$ cat src/mcsa_pkg.sv
// Purpose: constants and carriers for the motor command source arbiter
// Assumes: register writes arrive as decoded holding-register / coil strobes
// Notes:   register widths are 16 bits
package mcsa_pkg;
  localparam logic [15:0] PROFILE_ADDR   = 16'h006F;
  localparam logic [15:0] SOURCE_ADDR    = 16'h0073;
  localparam logic [15:0] COIL_ON1       = 16'h0001;
  localparam logic [15:0] COIL_ON2       = 16'h0002;
  localparam logic [15:0] COIL_LOCAL     = 16'h000A;
  localparam logic [15:0] COIL_REMOTE    = 16'h000B;
  localparam int          REM_LO         = 0;
  localparam int          CTL_LO         = 4;
  localparam int          TEL_LOCAL_BIT  = 9;
  localparam int          TEL_REMOTE_BIT = 10;
  localparam logic [2:0]  SRC_NONE       = 3'h0;
  localparam logic [2:0]  SRC_FIELDBUS   = 3'h1;
  localparam logic [2:0]  SRC_MODBUS     = 3'h2;
  localparam logic [2:0]  SRC_HARDWIRE   = 3'h3;
  localparam logic [2:0]  SEL_FIX_LOCAL  = 3'h4;
  localparam logic [2:0]  SEL_FIX_REMOTE = 3'h5;
  localparam logic [1:0]  PROT_FAULT     = 2'h3;
  localparam logic [1:0]  RESET_MAX_AUTO = 2'h3;
  localparam int          UNBAL_MS       = 500;
  localparam logic [3:0]  FAULT_PL_DLY   = 4'h0;
  localparam logic [15:0] SOURCE_RST     = 16'h0000;
  localparam logic [15:0] PROFILE_RST    = 16'h0000;

  typedef enum logic [1:0] {MCSA_SW_OFF, MCSA_SW_LOCAL, MCSA_SW_REMOTE} mcsa_sw_e;

  // per-source on/off command carrier
  typedef struct packed {
    logic on1;
    logic on2;
    logic off;
  } mcsa_cmd_s;

  // protection settings requested by software
  typedef struct packed {
    logic [1:0] overload;
    logic [1:0] thermistor;
    logic [1:0] phase_loss;
    logic [3:0] phase_loss_dly;
    logic [1:0] auto_reset;
    logic       unlimited_reset;
    logic       thermal_mem;
  } mcsa_prot_s;
endpackage : mcsa_pkg

$ cat src/mcsa_arbiter.sv
// Purpose: choose which command source may switch the contactors
// Assumes: modbus/tool/fieldbus frames decoded upstream into one-cycle strobes
// Notes:   contactor requests are held levels; protection outputs pass the request, forced only in explosive profile
`timescale 1ns/1ns
`default_nettype none
module mcsa_arbiter (
  input  wire logic                 core_clk,
  input  wire logic                 rst,
  input  wire logic                 mb_wr,
  input  wire logic [15:0]          mb_addr,
  input  wire logic [15:0]          mb_data,
  input  wire logic                 mb_coil_wr,
  input  wire logic [15:0]          mb_coil_addr,
  input  wire logic                 mb_coil_on,
  input  wire logic                 tool_wr,
  input  wire logic [15:0]          tool_addr,
  input  wire logic [15:0]          tool_data,
  input  wire logic                 fb_wr,
  input  wire logic [15:0]          fb_addr,
  input  wire logic [15:0]          fb_data,
  input  wire logic                 fb_enable,
  input  wire logic                 mb_enable,
  input  wire logic                 hw_enable,
  input  wire logic                 tool_enable,
  input  wire logic                 hw_two_bit,
  input  wire logic                 fb_two_bit,
  input  wire logic [15:0]          fieldbus_control_telegram,
  input  wire logic                 hw_sel_local,
  input  wire logic                 hw_sel_remote,
  input  wire mcsa_pkg::mcsa_cmd_s  hw_cmd,
  input  wire mcsa_pkg::mcsa_cmd_s  tool_cmd,
  input  wire mcsa_pkg::mcsa_prot_s prot_req,
  output logic [15:0]               source_select_q,
  output logic [15:0]               profile_select_q,
  output logic [1:0]                selector_pos,
  output logic                      first_contactor_on,
  output logic                      second_contactor_on,
  output mcsa_pkg::mcsa_prot_s      prot_eff,
  output logic                      explosive_mode,
  output logic                      redundancy_avail,
  output logic [9:0]                unbalance_dly_ms
);
  typedef struct packed {
    logic [15:0]          src;
    logic [15:0]          prof;
    mcsa_pkg::mcsa_sw_e   sw;
    logic                 on1;
    logic                 on2;
    logic [1:0]           mb_on;
    mcsa_pkg::mcsa_prot_s prot;
    logic                 fb_on1_q;
    logic                 fb_on2_q;
    logic                 atex_q;
    logic [9:0]           unbal_ms;
  } mcsa_state_s;

  mcsa_state_s st_r, st_nxt;
  logic [2:0]  rem, ctl;
  logic        loc_hw, loc_mb, loc_tool, rem_ok, loc_ok, atex;
  logic [2:0]  rem_wr;
  mcsa_pkg::mcsa_cmd_s grant;
  mcsa_pkg::mcsa_cmd_s mbc, fbc;

  assign rem  = st_r.src[mcsa_pkg::REM_LO +: 3];
  assign ctl  = st_r.src[mcsa_pkg::CTL_LO +: 3];
  assign atex = st_r.prof[1:0] != 2'h0;

  // local membership: enabled and not remote, modbus and tool dropped in fixed local 1-bit; fieldbus is never local
  always_comb begin
    loc_hw   = hw_enable && rem != mcsa_pkg::SRC_HARDWIRE;
    loc_mb   = mb_enable && rem != mcsa_pkg::SRC_MODBUS;
    loc_tool = tool_enable;
    if (ctl == mcsa_pkg::SEL_FIX_LOCAL && !hw_two_bit) begin
      loc_mb   = 1'b0;
      loc_tool = 1'b0;
    end
  end

  // who may issue commands right now
  always_comb begin
    rem_ok = 1'b0;
    loc_ok = 1'b0;
    unique case (ctl)
      mcsa_pkg::SEL_FIX_LOCAL:  loc_ok = 1'b1;
      mcsa_pkg::SEL_FIX_REMOTE: rem_ok = 1'b1;
      default: begin
        loc_ok = st_r.sw == mcsa_pkg::MCSA_SW_LOCAL;
        rem_ok = st_r.sw == mcsa_pkg::MCSA_SW_REMOTE;
      end
    endcase
  end

  // per-source commands: modbus coils latch, fieldbus 1-bit or 2-bit
  always_comb begin
    mbc.on1 = st_r.mb_on[0];
    mbc.on2 = st_r.mb_on[1];
    mbc.off = 1'b0;
    fbc.on1 = fieldbus_control_telegram[0];
    fbc.on2 = fieldbus_control_telegram[1];
    fbc.off = fb_two_bit && fieldbus_control_telegram[2];
    grant   = '0;
    if (loc_ok) begin
      if (loc_hw)   grant = grant | hw_cmd;
      if (loc_mb)   grant = grant | mbc;
      if (loc_tool) grant = grant | tool_cmd;
    end
    if (rem_ok) begin
      unique case (rem)
        mcsa_pkg::SRC_FIELDBUS: if (fb_enable) grant = fbc;
        mcsa_pkg::SRC_MODBUS:   if (mb_enable) grant = mbc;
        mcsa_pkg::SRC_HARDWIRE: if (hw_enable) grant = hw_cmd;
        default:                grant = '0;
      endcase
    end
  end

  // remote field of a proposed write; fieldbus enable pins it
  function automatic logic [2:0] fix_rem(input logic [2:0] r);
    if (fb_enable) fix_rem = mcsa_pkg::SRC_FIELDBUS;
    else if (r > mcsa_pkg::SRC_HARDWIRE) fix_rem = mcsa_pkg::SRC_NONE;
    else fix_rem = r;
  endfunction : fix_rem

  always_comb begin
    st_nxt = st_r;
    rem_wr = 3'h0;
    // selection register writes from modbus fn6 or tool
    if (mb_wr && mb_addr == mcsa_pkg::SOURCE_ADDR) begin
      rem_wr = fix_rem(mb_data[2:0]);
      st_nxt.src = {9'h000, (mb_data[6:4] > mcsa_pkg::SEL_FIX_REMOTE) ? 3'h0 : mb_data[6:4],
                    1'b0, rem_wr};
    end else if (tool_wr && tool_addr == mcsa_pkg::SOURCE_ADDR) begin
      rem_wr = fix_rem(tool_data[2:0]);
      st_nxt.src = {9'h000, (tool_data[6:4] > mcsa_pkg::SEL_FIX_REMOTE) ? 3'h0 : tool_data[6:4],
                    1'b0, rem_wr};
    end else if (fb_enable && rem != mcsa_pkg::SRC_FIELDBUS) begin
      st_nxt.src[2:0] = mcsa_pkg::SRC_FIELDBUS;
    end
    // explosive profile: modbus or tool only, fieldbus refused
    if (mb_wr && mb_addr == mcsa_pkg::PROFILE_ADDR)
      st_nxt.prof = {14'h0000, mb_data[1:0]};
    else if (tool_wr && tool_addr == mcsa_pkg::PROFILE_ADDR)
      st_nxt.prof = {14'h0000, tool_data[1:0]};
    // selector position, driven only by its configured controller
    unique case (ctl)
      mcsa_pkg::SRC_MODBUS:
        if (mb_coil_wr && mb_coil_on) begin
          if (mb_coil_addr == mcsa_pkg::COIL_LOCAL)  st_nxt.sw = mcsa_pkg::MCSA_SW_LOCAL;
          if (mb_coil_addr == mcsa_pkg::COIL_REMOTE) st_nxt.sw = mcsa_pkg::MCSA_SW_REMOTE;
        end
      mcsa_pkg::SRC_FIELDBUS:
        if (fieldbus_control_telegram[mcsa_pkg::TEL_LOCAL_BIT])
          st_nxt.sw = mcsa_pkg::MCSA_SW_LOCAL;
        else if (fieldbus_control_telegram[mcsa_pkg::TEL_REMOTE_BIT])
          st_nxt.sw = mcsa_pkg::MCSA_SW_REMOTE;
      mcsa_pkg::SRC_HARDWIRE:
        st_nxt.sw = hw_sel_local  ? mcsa_pkg::MCSA_SW_LOCAL :
                    hw_sel_remote ? mcsa_pkg::MCSA_SW_REMOTE : mcsa_pkg::MCSA_SW_OFF;
      default: st_nxt.sw = st_r.sw;
    endcase
    // modbus start coils are latched; coil off releases
    if (mb_coil_wr && mb_coil_addr == mcsa_pkg::COIL_ON1) st_nxt.mb_on[0] = mb_coil_on;
    if (mb_coil_wr && mb_coil_addr == mcsa_pkg::COIL_ON2) st_nxt.mb_on[1] = mb_coil_on;
    // contactor state: 1-bit follows level, 2-bit sets on and clears on off
    st_nxt.fb_on1_q = grant.on1;
    st_nxt.fb_on2_q = grant.on2;
    if (!loc_ok && !rem_ok) begin
      st_nxt.on1 = 1'b0;
      st_nxt.on2 = 1'b0;
    end else if (grant.off) begin
      st_nxt.on1 = 1'b0;
      st_nxt.on2 = 1'b0;
    end else if ((rem_ok && rem == mcsa_pkg::SRC_FIELDBUS) ? fb_two_bit : hw_two_bit) begin
      if (grant.on1) st_nxt.on1 = 1'b1;
      if (grant.on2) st_nxt.on2 = 1'b1;
    end else begin
      st_nxt.on1 = grant.on1;
      st_nxt.on2 = grant.on2;
    end
    // protection view, forced in explosive profile
    st_nxt.prot = prot_req;
    if (atex) begin
      st_nxt.prot.overload        = mcsa_pkg::PROT_FAULT;
      st_nxt.prot.thermistor      = mcsa_pkg::PROT_FAULT;
      st_nxt.prot.phase_loss      = mcsa_pkg::PROT_FAULT;
      st_nxt.prot.phase_loss_dly  = mcsa_pkg::FAULT_PL_DLY;
      st_nxt.prot.unlimited_reset = 1'b0;
      st_nxt.prot.thermal_mem     = 1'b1;
    end
    // flag and delay registered with the profile so outputs come from flops
    st_nxt.atex_q   = st_nxt.prof[1:0] != 2'h0;
    st_nxt.unbal_ms = st_nxt.atex_q ? 10'(mcsa_pkg::UNBAL_MS) : 10'h000;
  end

  always_ff @(posedge core_clk) begin
    if (rst) begin
      st_r      <= '0;
      st_r.src  <= mcsa_pkg::SOURCE_RST;
      st_r.prof <= mcsa_pkg::PROFILE_RST;
      st_r.sw   <= mcsa_pkg::MCSA_SW_OFF;
    end else begin
      st_r <= st_nxt;
    end
  end

  // outputs straight from state flops
  assign source_select_q     = st_r.src;
  assign profile_select_q    = st_r.prof;
  assign selector_pos        = st_r.sw;
  assign first_contactor_on  = st_r.on1;
  assign second_contactor_on = st_r.on2;
  assign prot_eff            = st_r.prot;
  assign explosive_mode      = st_r.atex_q;
  assign redundancy_avail    = st_r.atex_q;
  assign unbalance_dly_ms    = st_r.unbal_ms;

  // checks
  fb_pins_rem_a: assert property (@(posedge core_clk) disable iff (rst)
    fb_enable ##1 fb_enable |=> st_r.src[2:0] == mcsa_pkg::SRC_FIELDBUS)
    else $error("fieldbus enabled but remote not fieldbus");
  rem_legal_a: assert property (@(posedge core_clk) disable iff (rst)
    st_r.src[2:0] <= mcsa_pkg::SRC_HARDWIRE)
    else $error("illegal remote code");
  write34_a: assert property (@(posedge core_clk) disable iff (rst)
    mb_wr && mb_addr == mcsa_pkg::SOURCE_ADDR && mb_data == 16'h0022 && !fb_enable
    |=> st_r.src[2:0] == mcsa_pkg::SRC_MODBUS && st_r.src[6:4] == mcsa_pkg::SRC_MODBUS)
    else $error("write of 34 not applied");
  fb_no_prof_a: assert property (@(posedge core_clk) disable iff (rst)
    !mb_wr && !tool_wr |=> $stable(st_r.prof))
    else $error("profile changed without modbus or tool");
  off_blocks_a: assert property (@(posedge core_clk) disable iff (rst)
    ctl < mcsa_pkg::SEL_FIX_LOCAL && st_r.sw == mcsa_pkg::MCSA_SW_OFF |=> !st_r.on1 && !st_r.on2)
    else $error("contactor on with selector off");
  atex_force_a: assert property (@(posedge core_clk) disable iff (rst)
    atex |=> st_r.prot.overload == mcsa_pkg::PROT_FAULT && st_r.prot.thermal_mem
             && !st_r.prot.unlimited_reset && st_r.prot.phase_loss_dly == 4'h0)
    else $error("explosive restrictions not applied");
  coil_remote_a: assert property (@(posedge core_clk) disable iff (rst)
    ctl == mcsa_pkg::SRC_MODBUS && mb_coil_wr && mb_coil_on && mb_coil_addr == mcsa_pkg::COIL_REMOTE
    |=> st_r.sw == mcsa_pkg::MCSA_SW_REMOTE)
    else $error("coil 11 did not select remote");
  fixloc_1bit_a: assert property (@(posedge core_clk) disable iff (rst)
    ctl == mcsa_pkg::SEL_FIX_LOCAL && !hw_two_bit |-> !loc_mb && !loc_tool)
    else $error("modbus or tool local in fixed local 1-bit");
  fixrem_a: assert property (@(posedge core_clk) disable iff (rst)
    ctl == mcsa_pkg::SEL_FIX_REMOTE |-> rem_ok && !loc_ok)
    else $error("fixed remote lets locals in");
  cv_remote_on: cover property (@(posedge core_clk) rem_ok && grant.on1 ##1 st_r.on1);
  cv_local_on: cover property (@(posedge core_clk) loc_ok && grant.on2 ##1 st_r.on2);
  cv_atex: cover property (@(posedge core_clk) $rose(atex));
endmodule : mcsa_arbiter
`default_nettype wire

$ cat config.mk
export PLATFORM = sky130hd
export DESIGN_NAME = mcsa_arbiter
export DESIGN_NICKNAME = d
export VERILOG_FILES = /design/src/mcsa_pkg.sv /design/src/mcsa_arbiter.sv
export SDC_FILE = /design/constraint.sdc
export NUM_CORES = 1
export LEC_CHECK = 0
export BUFFER_PORTS_ARGS = -buffer_cell sky130_fd_sc_hd__buf_2
export CAP_MARGIN = 20
export CORE_AREA = 8 8 81 83
export CTS_BUF_LIST = sky130_fd_sc_hd__clkbuf_8
export CTS_CLUSTER_SIZE = 25
export DETAILED_ROUTE_END_ITERATION = 8
export DIE_AREA = 0 0 89 91
export HOLD_SLACK_MARGIN = 0.06
export PLACE_DENSITY_LB_ADDON = 0.12
export SYNTH_ARGS = -nofsm -noshare
export SYNTH_HDL_FRONTEND = slang
export SYNTH_SLANG_ARGS = --single-unit
$ cat constraint.sdc
create_clock -name core_clk -period 4.3 [get_ports core_clk]
set_input_delay 0.86 -clock core_clk [delete_from_list [all_inputs] [get_ports core_clk]]
set_output_delay 0.86 -clock core_clk [all_outputs]
set_load 0.02 [all_outputs]
Yosys cells after proc, flatten, opt, wreduce, memory -nomap -nowiden
Index checks and enable logic that the tools add are counted.
{"block": "totals", "ff_bits": 39}
{"block": "op_classes", "mux": 42, "eq_ne": 26, "n_bitwise": 2, "reduce_logical": 25, "order_cmp": 4}
{"operator": "$eq 16x7->1 const B", "n": 4}
{"operator": "$mux 3", "n": 18}
{"operator": "$eq 16x4->1 const B", "n": 2}
{"operator": "$mux 2", "n": 10}
{"operator": "$eq 16x1->1 const B", "n": 1}
{"operator": "$eq 16x2->1 const B", "n": 1}
{"operator": "$logic_and 1x1->1", "n": 14}
{"operator": "$eq 3x2->1 const B", "n": 4}
{"operator": "$mux 10", "n": 1}
{"operator": "$mux 9", "n": 1}
{"operator": "$pmux 3 s3", "n": 1}
{"operator": "$mux 7", "n": 1}
{"operator": "$eq 3x1->1 const B", "n": 2}
{"operator": "$eq 3x3->1 const B", "n": 2}
{"operator": "$gt 3x2->1 const B", "n": 2}
{"operator": "$gt 3x3->1 const B", "n": 2}
{"operator": "$mux 1", "n": 6}
{"operator": "$ne 2x2->1 const B", "n": 3}
{"operator": "$ne 3x2->1 const B", "n": 2}
{"operator": "$ne 3x3->1 const B", "n": 2}
{"operator": "$or 3x3->3", "n": 2}
{"operator": "$pmux 2 s3", "n": 1}
{"operator": "$reduce_bool 2->1", "n": 3}
{"operator": "$reduce_bool 3->1", "n": 2}
{"operator": "9 further kinds", "n": 12}

Longest topological paths before layout
Gate-level depths: netlist of the first run.
{"block": "depth", "depth_word": 15, "depth_mapped": 6}

Worst setup path before layout of the first run
OpenSTA, ideal clock, no wires.
{"block": "synth_path", "kind": "input -> register", "start": "input port tool_addr[7]", "end": "register st_r, in the netlist source_select_q[6]", "stages": 6, "setup_ps": 91, "slack_ps": 1718, "arrival_ps": 2491, "required_time_ps": 4209, "n_path_buf": 1, "path_cell_list": "nor4bb_1 nand4b_1 or4b_4 buf_6 or3b_1 a311oi_1"}
{"block": "synth_via", "elab_chain_len": 3}
{"item": "start, declared", "line": "mcsa_arbiter.sv:16", "source": "input wire logic [15:0] tool_addr,"}
{"item": "$eq 16x7->1", "line": "mcsa_arbiter.sv:132", "source": "end else if (tool_wr && tool_addr == mcsa_pkg::SOURCE_ADDR) begin"}
{"item": "$logic_and 1x1->1", "line": "mcsa_arbiter.sv:132"}
{"item": "$reduce_bool 2->1 (no source line)"}
{"item": "end signal, assigned", "line": "mcsa_arbiter.sv:202", "source": "st_r <= st_nxt;"}
{"item": "end, declared", "line": "mcsa_arbiter.sv:57", "source": "mcsa_state_s st_r, st_nxt;"}
Every way passes these cells.
A chain may end at the register's enable or synchronous reset.

Final worst setup path of the first run
{"block": "layout_path", "start": "input port mb_addr[9]", "end": "register st_r, in the netlist source_select_q[1]"}
{"block": "layout_via", "elab_chain_len": 3, "elab_cells_between_ends": 4}
{"item": "start, declared", "line": "mcsa_arbiter.sv:10", "source": "input wire logic [15:0] mb_addr,"}
{"item": "$eq 16x7->1 (*)", "line": "mcsa_arbiter.sv:128", "source": "if (mb_wr && mb_addr == mcsa_pkg::SOURCE_ADDR) begin"}
{"item": "$logic_and 1x1->1 (*)", "line": "mcsa_arbiter.sv:128"}
{"item": "$reduce_bool 3->1 (no source line) or $mux 7 (tied branches)"}
Every way passes the cells marked *; elsewhere a longest branch is shown, timed or not.

==> results of run 1 <==
-- metal layers --
metal	track usage	part of all wire
met4	0.0416	0.0058
met2	0.234	0.46
met5	0	0
met3	0.0802	0.14
met1	0.156	0.39
-- flip-flops by register name (all words and copies together) (netlist names) --
signal,cells
unbalance_dly_ms,1
second_contactor_on,1
prot_eff,14
selector_pos,2
profile_select_q,2
mbc,2
source_select_q,6
first_contactor_on,1
-- cell families (layout without fill, tap and decap cells) --
kind of cell	after synthesis	count (layout)	synth area share
flops	29	29	0.311
simple gates	97	97	0.292
buf+inv	53	150	0.182
other cells	1	28	0.00201
xor+xnor	1	1	0.00469
mux	9	9	0.0482
compound gates	42	42	0.161
-- cells in the mapped netlist (all sizes together), types with 3 or more instances --
| library cell | instances | share of area |
|---|---|---|
| buf | 38 | 0.15 |
| and2 | 5 | 0.017 |
| a211oi | 3 | 0.012 |
| dfxtp | 29 | 0.31 |
| or2 | 3 | 0.010 |
| nand3 | 5 | 0.013 |
| nor2b | 4 | 0.013 |
| clkbuf | 5 | 0.010 |
| nor3 | 4 | 0.011 |
| o21ai | 6 | 0.016 |
| a32oi | 3 | 0.014 |
| nand2 | 19 | 0.038 |
| nor4 | 5 | 0.023 |
| nor2 | 29 | 0.058 |
| or3b | 4 | 0.019 |
| a311oi | 3 | 0.014 |
| a21oi | 12 | 0.032 |
| inv | 10 | 0.020 |
| nand2b | 3 | 0.010 |
| mux2i | 9 | 0.048 |
-- tightest hold or removal path: stages (launching register included) --
cell	delay, ns
dfxtp_1	0.34
inv_1	0.08
a211oi_1	0.06
-- path summary, 6_finish.rpt --
path                                            to  cells after the start               start  slack, ns
worst min-delay path               selector_pos[1]                      2     selector_pos[1]       0.52
worst max register to register  first_contactor_on                      5  source_select_q[1]       2.49
worst max-delay path            source_select_q[1]                      5          mb_addr[9]       1.71
worst min register to register     selector_pos[1]                      2     selector_pos[1]       0.52
-- layout make-up --
class | instances | area share
clock inverter | 1 | 0.00199
inverter | 10 | 0.0149
sequential | 29 | 0.230
multi-input combinational | 177 | 0.417
clock buffer | 7 | 0.0382
tap | 72 | 0.0357
timing repair buffer | 132 | 0.262
-- report_power, final --
group	switching (mW)	total (mW)	internal [mW]
combinational	0.0680	0.118	0.0495
clock	0.0997	0.244	0.144
sequential	0.00296	0.279	0.276
-- stage by stage --
stage               total power [mW]  instance area [um2]   util  instances
finish                         0.641                 2520  0.472        428
global route                   0.677                 2520  0.472        428
CTS                            0.652                 2520  0.472        428
detailed placement             0.402                 2420  0.453        420
global placement               0.401                 2420  0.453        420
floorplan                      0.360                 1970      -        259
==> summary.md, run 1 <==
| Metric | Value |
|---|---|
| Post-DRT Antenna Nets | `0` |
| Setup WS pre-CTS | `roughly 1.4 ns` |
| Die width | `~89 um` |
| Row cnt | `27` |
| Hold Path Class | `flip-flop to flip-flop` |
| Synth Instances | `between 200 and 250` |
| # diodes | `0` |
| Synth Flop Type | `dfxtp_1` |
| Final WL | `between 6 and 7 mm` |
| WP data required | `roughly 4.5 ns` |
| Max-slew violation count | `0` |
| Slowest stage delay, CP | `~0.67 ns` |
| Max VDD drop | `approximately 0.11 mV` |
| Asr flop ratio synth | `0` |
| Lkg Pwr | `about 1.3 nW` |
| Crit path setup slack, layout | `around 1.7 ns` |
| Syn avg cell area | `about 8.1 um2` |
| Min cycle time layout | `roughly 2.6 ns` |
| Count of warnings emitted by yosys | `0` |
| Avg WL per Cell | `between 10 and 15 um` |
| Synthesized flop and latch total | `29` |
| CP Data Arrival Time | `about 2.7 ns` |
| Vias per cell | `around 4.5` |
| Power per standard cell area | `254 nW/um2` |
| Seq/Total Area, Yosys | `0.311` |
| DP HPWL | `just over 5 mm` |
| Maxcap violations | `0` |
| CTS root buf | `clkbuf_8` |
| Core area | `roughly 5300 um2` |
| FF/Latch Area | `581 um2` |
| Pin count of the biggest net entering global routing | `23` |
| IO Count | `around 230` |
| Crit share post-route | `0.601` |
| Final hold violation count | `0` |
| Die area | `8100 um2` |
| Fmax | `around 0.39 GHz` |
| Drt first pass iters | `4` |
| Commonest non-fill, non-tap cell in the layout | `buf_2` |
| WS Path Type | `primary input to flip-flop` |
| Post-synth cell types | `between 50 and 60` |
| Post-Syn Area | `between 1500 and 2000 um2` |
| Setup TNS | `0 ns` |
| Status | `finished, final reports clean` |
| Antenna violations before repair | `0` |
| CTS Buffer Depth | `2` |
| CTS Hold Bufs | `0` |
| Num CTS Buffers | `5` |
| Synthesis-to-finish area growth | `34.9%` |
| CP top delay family | `simple AND/OR/NAND/NOR gates` |
| GR Util All Layers | `0.144` |
| CTS clk-pin slew, worst paths | `approximately 0.060 ns` |
| DR iter-0 viols | `67` |
| Nets | `518` |
| Measured slew at the worst slew-check pin | `0.557 ns` |
| Critical Path Start Type | `primary input` |
| Number of synthesized flops with an enable pin | `0` |
| Clock Skew | `0.00330 ns` |
| Via count | `1,939` |
| Fill cells | `582` |
| Starting density of the core | `0.350` |
| Die height | `~91 um` |
| Setup Buffers After CTS | `0` |
| Slowest stage cell, crit path | `or4b_2` |
| Clock sink total | `29` |
| Worst path bufs/invs | `1` |
| Worst-path cell chain | `buf_2 > or4b_2 > nor4_2 > nand3_1 > a2111oi_0` |
| DRC | `0` |
| Gr ovfl total | `0` |
| CTS H-Tree Depth | `2` |
| Area taken by multi-input logic gates | `1050 um2` |
| Clk_lat worst skew | `0.28 ns` |
| CP Capture Type | `flip-flop` |
| CP Max Fanout | `11` |
| Number of global-route vias before repair | `slightly below 2,000` |
| Final setup violation count | `0` |
| Commonest cells after routing, fill and taps aside | `buf_2, nor2_1, dfxtp_1` |
| Worst hold margin | `0.525 ns` |
| Share of post-route cells with drive strength above 1 | `0.427` |
| I/O Buffers | `~130` |
| Max_slew headroom | `0.626` |
| RSZ-0062 raised after global routing | `no` |
| GP Congestion | `roughly 0.83` |
| Cts repair resizes | `0` |
| First-pass GRT wire length | `9.34 mm` |
| TritonCTS clock tree | `done` |
No activity file was read; power rests on OpenSTA's default activity.
==> run 2, diff against run 1 <==
- CORE_AREA: 8 8 81 83 -> 8 8 84 86
- DIE_AREA: 0 0 89 91 -> 0 0 92 94
- clock period: 4.3 -> 2.6 ns (I/O delays scaled with it)
==> summary.md, run 2 (synthesized netlist as in run 1, its figures left out) <==
| Metric | Value |
|---|---|
| Status | `finished, final reports clean` |
| CP Data Arrival Time | `around 2.3 ns` |
| Clock sink total | `29` |
| RSZ-0062 raised after global routing | `no` |
| Met2 wire len | `approximately 2.7 mm` |
| Final WL | `approximately 6.0 mm` |
| Cts repair resizes | `0` |
| Clk pwr share | `0.384` |
| Setup WS pre-CTS | `0.175 ns` |
| Hold Path End | `prot_eff[1]` |
| Share of post-route cells with drive strength above 1 | `0.429` |
| Slowest stage cell, crit path | `or4b_4` |
| Power per standard cell area | `roughly 420 nW/um2` |
| Fill cells | `approximately 630` |
| I/O Buffers | `between 100 and 150` |
| Critical Path Start Type | `primary input` |
| Number of global-route vias before repair | `a little over 2,000` |
| CTS root buf | `clkbuf_8` |
| CTS H-Tree Depth | `2` |
| Worst-path cell chain | `buf_2 > nor4bb_1 > nand4b_1 > or4b_4 > or3b_1 > a311oi_1` |
| Num CTS Buffers | `5` |
| Gr ovfl total | `0` |
| Wl on met1 | `roughly 2.5 mm` |
| Min cycle time layout | `2.13 ns` |
| Met3 wire length | `~700 um` |
| Core area | `5750 um2` |
| Die height | `94 um` |
| Nets | `519` |
| P_sw | `~290 uW` |
| Worst r2r path cells | `5` |
| Setup TNS | `0 ns` |
| WS Path Type | `primary input to flip-flop` |
| Max_slew headroom | `0.621` |
| Synthesis-to-finish area growth | `35.5%` |
| WP data required | `~2.8 ns` |
| CP top delay family | `simple AND/OR/NAND/NOR gates` |
| Max VDD drop | `about 0.26 mV` |
| # placed instances | `between 400 and 500` |
| Antenna violations before repair | `0` |
| Setup Buffers After CTS | `0` |
| Die area | `slightly below 9000 um2` |
| Placed cell area | `roughly 2400 um2` |
| CTS clk-pin slew, worst paths | `0.06 ns` |
| Worst path bufs/invs | `1` |
| Slowest stage delay, CP | `0.62 ns` |
| Via count | `roughly 2,000` |
| CP Capture Type | `flip-flop` |
| Fmax | `~0.47 GHz` |
| GP Congestion | `approximately 0.81` |
| CTS Hold Bufs | `0` |
| DRC | `0` |
| Post-DRT Antenna Nets | `0` |
| Maxcap violations | `0` |
| FF/Latch Area | `between 500 and 600 um2` |
| Logic gate share of total power | `0.182` |
| Post-Layout Cell Count | `432` |
| Starting density of the core | `0.325` |
| Worst flop-to-flop path endpoint | `second_contactor_on` |
| Hold Path Class | `primary input to flip-flop` |
| Commonest non-fill, non-tap cell in the layout | `buf_2` |
| Post-layout util | `0.441` |
| Reg2reg start | `source_select_q[5]` |
| Worst hold start | `prot_req[1]` |
| Final instance area | `approximately 2500 um2` |
| Internal reg-to-reg setup slack | `just under 0.8 ns` |
| Clock Skew | `0.00491 ns` |
| Area taken by multi-input logic gates | `around 1000 um2` |
| Row cnt | `28` |
| Tot Pwr | `1.06 mW` |
| Measured slew at the worst slew-check pin | `0.565 ns` |
| Hold depth | `2` |
| GR Util All Layers | `0.130` |
| Pin count of the biggest net entering global routing | `23` |
| Max-slew violation count | `0` |
| Avg WL per Cell | `roughly 14 um` |
| TritonCTS clock tree | `done` |
| Clk_lat worst skew | `between 0.2 and 0.3 ns` |
| Highest routed metal layer | `met4` |
| DR iter-0 viols | `60` |
| # diodes | `0` |
| Vias per cell | `between 4 and 5` |
| Drt first pass iters | `4` |
| Final setup violation count | `0` |
| First-pass GRT wire length | `a little over 9 mm` |
| Lkg Pwr | `1.26 nW` |
| DP HPWL | `between 5 and 6 mm` |
| Sequential share of power | `0.434` |
| CP Max Fanout | `10` |
| Die width | `92 um` |
| Commonest cells after routing, fill and taps aside | `buf_2, nor2_1, dfxtp_1` |
| Sw Share | `0.269` |
| Final hold violation count | `0` |
| Number of flip-flops in the largest register | `14` |
| Internal power | `between 700 and 800 uW` |
| IO Count | `225` |
| CTS Buffer Depth | `2` |
| Crit path setup slack, layout | `approximately 0.47 ns` |
| Worst hold margin | `0.439 ns` |
| Crit share post-route | `0.820` |
==> run 2: layer usage <==
metal  vias up  global-route usage
met1       838               0.139
met2       106               0.220
li1       1008                   -
met4         0              0.0403
met3         6              0.0631
met5         -                   0
==> run 2: worst max path at each step <==
stage,from,endpoint,cells past startpoint,slack (ns)
2_1_floorplan,tool_addr[7],source_select_q[6],6,0.36
5_1_grt,tool_addr[12],source_select_q[6],6,0.34
3_5_place_dp,tool_addr[12],source_select_q[6],6,0.17
6_report,tool_addr[7],source_select_q[6],6,0.47
4_1_cts,tool_addr[12],source_select_q[6],6,0.47
3_3_place_gp,tool_addr[12],source_select_q[6],6,0.18
==> run 2: worst reg2reg max path, stage by stage, from the launching register on <==
cell	delay [ns]
dfxtp_1	0.46
nand2b_1	0.30
mux2i_1	0.32
nor3_1	0.13
and3_1	0.21
o41a_1	0.30
==> run 2: power groups by stage <==
stage | Combinational (mW) | Sequential [mW] | Clock [mW]
floorplan | 0.109 | 0.487 | 0
global placement | 0.193 | 0.472 | 0
detailed placement | 0.194 | 0.471 | 0
CTS | 0.194 | 0.462 | 0.425
global route | 0.213 | 0.463 | 0.441
finish | 0.194 | 0.462 | 0.408
==> run 2: layout make-up <==
cell class,instances,area share
clock buffer,7,0.0381
clock inverter,1,0.00198
inverter,10,0.0148
multi-input combinational,177,0.415
sequential,29,0.229
tap,75,0.0371
timing repair buffer,133,0.264
==> run 3, diff against run 2 <==
- ABC_AREA: default -> 1
- CORE_AREA: 8 8 84 86 -> 8 8 85 87
- DIE_AREA: 0 0 92 94 -> 0 0 93 95
- clock period: 2.6 -> 2.2 ns (I/O delays scaled with it)
==> summary.md, run 3 <==
| Metric | Value |
|---|---|
| Lkg Pwr | `about 1.5 nW` |
| Most frequent cell after synthesis | `nor2_1` |
| Avg WL per Cell | `between 10 and 15 um` |
| Post-Syn Area | `a little over 2000 um2` |
| Row cnt | `28` |
| Hold depth | `3` |
| Drt first pass iters | `4` |
| Tot Pwr | `~1.2 mW` |
| Max VDD drop | `0.267 mV` |
| Number of global-route vias before repair | `2,391` |
| First-pass GRT wire length | `a little over 10 mm` |
| Clock Skew | `between 0.004 and 0.005 ns` |
| I/O Buffers | `roughly 130` |
| Hold Path Class | `primary input to flip-flop` |
| Number of synthesized flops with an enable pin | `0` |
| CTS Hold Bufs | `0` |
| Commonest non-fill, non-tap cell in the layout | `buf_2` |
| Setup TNS | `0 ns` |
| DRC | `0` |
| Worst hold start | `prot_req[2]` |
| Clock sink total | `29` |
| Number of flip-flops in the largest register | `14` |
| Die width | `slightly above 90 um` |
| Status | `finished, final reports clean` |
| Synthesized flop and latch total | `29` |
| Synth Instances | `~320` |
| Vias per cell | `4.44` |
| Fill cells | `between 600 and 700` |
| Worst flop-to-flop path endpoint | `first_contactor_on` |
| CP top delay family | `simple AND/OR/NAND/NOR gates` |
| Dominant cell type by area after synthesis | `dfxtp_1` |
| CTS H-Tree Depth | `2` |
| Final hold violation count | `0` |
| CTS clk-pin slew, worst paths | `around 0.070 ns` |
| Power per standard cell area | `~450 nW/um2` |
| Starting density of the core | `0.356` |
| RSZ-0062 raised after global routing | `no` |
| Antenna violations before repair | `0` |
| Clk_lat worst skew | `~0.27 ns` |
| CP Capture Type | `flip-flop` |
| Syn avg cell area | `~6.4 um2` |
| Fmax | `approximately 0.68 GHz` |
| Crit share post-route | `0.672` |
| Synthesis-to-finish area growth | `32.8%` |
| CP Data Arrival Time | `around 1.7 ns` |
| Nets | `615` |
| Hold Path End | `prot_eff[2]` |
| Synth Flop Type | `dfxtp_1` |
| Worst r2r path cells | `10` |
| Critical Path Start Type | `flip-flop` |
| IO Count | `225` |
| Internal reg-to-reg setup slack | `~0.72 ns` |
| # diodes | `0` |
| Final WL | `between 6 and 7 mm` |
| CP Max Fanout | `5` |
| Worst hold margin | `0.370 ns` |
| GR Util All Layers | `0.138` |
| DR iter-0 viols | `between 40 and 50` |
| Asr flop ratio synth | `0` |
| Worst path bufs/invs | `0` |
| Top cell type's share of synthesized area | `0.281` |
| Min cycle time layout | `roughly 1.5 ns` |
| CTS Buffer Depth | `2` |
| Die height | `95 um` |
| Maxcap violations | `0` |
| Setup Buffers After CTS | `0` |
| Slowest stage cell, crit path | `dfxtp_1` |
| WS Path Type | `flip-flop to flip-flop` |
| Pin count of the biggest net entering global routing | `13` |
| Seq/Total Area, Yosys | `0.281` |
| Share of post-route cells with drive strength above 1 | `0.353` |
| Post-synth cell types | `35` |
| Num CTS Buffers | `5` |
| Reg2reg start | `source_select_q[5]` |
| Slowest stage delay, CP | `approximately 0.35 ns` |
| Core area | `5820 um2` |
| Count of warnings emitted by yosys | `0` |
| Post-DRT Antenna Nets | `0` |
| Final setup violation count | `0` |
| Area contributors post-synth | `dfxtp_1, buf_4, nor2_1, nand2_1, inv_1` |
| Gr ovfl total | `0` |
| Via count | `around 2,300` |
| Worst-path cell chain | `nor2_1 > nand3_1 > nand3_1 > nand3_1 > nand2_1 > nand2_1 > nand2_1 > nand3_1 > nand2_1 > a21oi_2` |
| DP HPWL | `5.50 mm` |
| Max-slew violation count | `0` |
| GP Congestion | `0.843` |
| Die area | `8840 um2` |
| Top cells by count, synth | `nor2_1, nand2_1, inv_1` |
| Cts repair resizes | `0` |
| Commonest cells after routing, fill and taps aside | `buf_2, nor2_1, nand2_1` |
| TritonCTS clock tree | `done` |
| CTS root buf | `clkbuf_8` |
| WP data required | `about 2.4 ns` |
run 3: worst register-to-register path, cell delays in order, from the launching register on:
cell and delay (ns):
dfxtp_1 0.35, nor2_1 0.17, nand3_1 0.19, nand3_1 0.14, nand3_1 0.08, nand2_1 0.12
nand2_1 0.06, nand2_1 0.06, nand3_1 0.08, nand2_1 0.08, a21oi_2 0.05
run 3: layer usage:
metal	vias to the layer above	global-route usage	share of wire
li1	1242	-	-
met2	93	0.235	0.46
met5	-	0	0
met4	0	0.0362	0.0073
met1	1003	0.164	0.44
met3	4	0.0437	0.085
run 3: power breakdown:
part | switching, mW | internal (mW) | leakage (nW)
Combinational | 0.161 | 0.101 | 1.26
Sequential | 0.00608 | 0.540 | 0.238
Clock | 0.210 | 0.218 | 0.0439
Total | 0.377 | 0.859 | 1.54
run 3: final cells by class:
| class | count | area (um2) | area share |
|---|---|---|---|
| multi-input combinational | 230 | 1110 | 0.406 |
| timing repair buffer | 133 | 668 | 0.243 |
| sequential | 29 | 581 | 0.211 |
| inverter | 53 | 204 | 0.0742 |
| tap | 75 | 93.8 | 0.0342 |
| clock buffer | 5 | 68.8 | 0.0250 |
| clock inverter | 3 | 17.5 | 0.00638 |
run 3: kinds of logic after synthesis:
| family | count (synthesis) | share of synthesized area |
|---|---|---|
| compound gates | 41 | 0.125 |
| buf+inv | 90 | 0.230 |
| flops | 29 | 0.281 |
| other cells | 1 | 0.00181 |
| simple gates | 161 | 0.363 |
run 3: how the worst max path moves through the flow:
| stage | endpoint | from | cells after the start |
|---|---|---|---|
| 2_1_floorplan | first_contactor_on | source_select_q[1] | 11 |
| 3_3_place_gp | source_select_q[1] | tool_addr[15] | 9 |
| 3_5_place_dp | source_select_q[1] | tool_addr[1] | 8 |
| 4_1_cts | first_contactor_on | source_select_q[5] | 10 |
| 5_1_grt | first_contactor_on | source_select_q[6] | 9 |
| 6_report | first_contactor_on | source_select_q[5] | 10 |
run 3: stage by stage:
| stage | utilization | instance area, um2 | setup WS (ns) | cells |
|---|---|---|---|---|
| after global placement | 0.458 | 2660 | 0.605 | 520 |
| after global routing | 0.472 | 2750 | 0.515 | 528 |
| after detailed placement | 0.458 | 2660 | 0.578 | 520 |
| after floorplan | - | 2170 | 0.797 | 349 |
| after CTS | 0.472 | 2750 | 0.712 | 528 |
| final | 0.472 | 2750 | 0.722 | 528 |
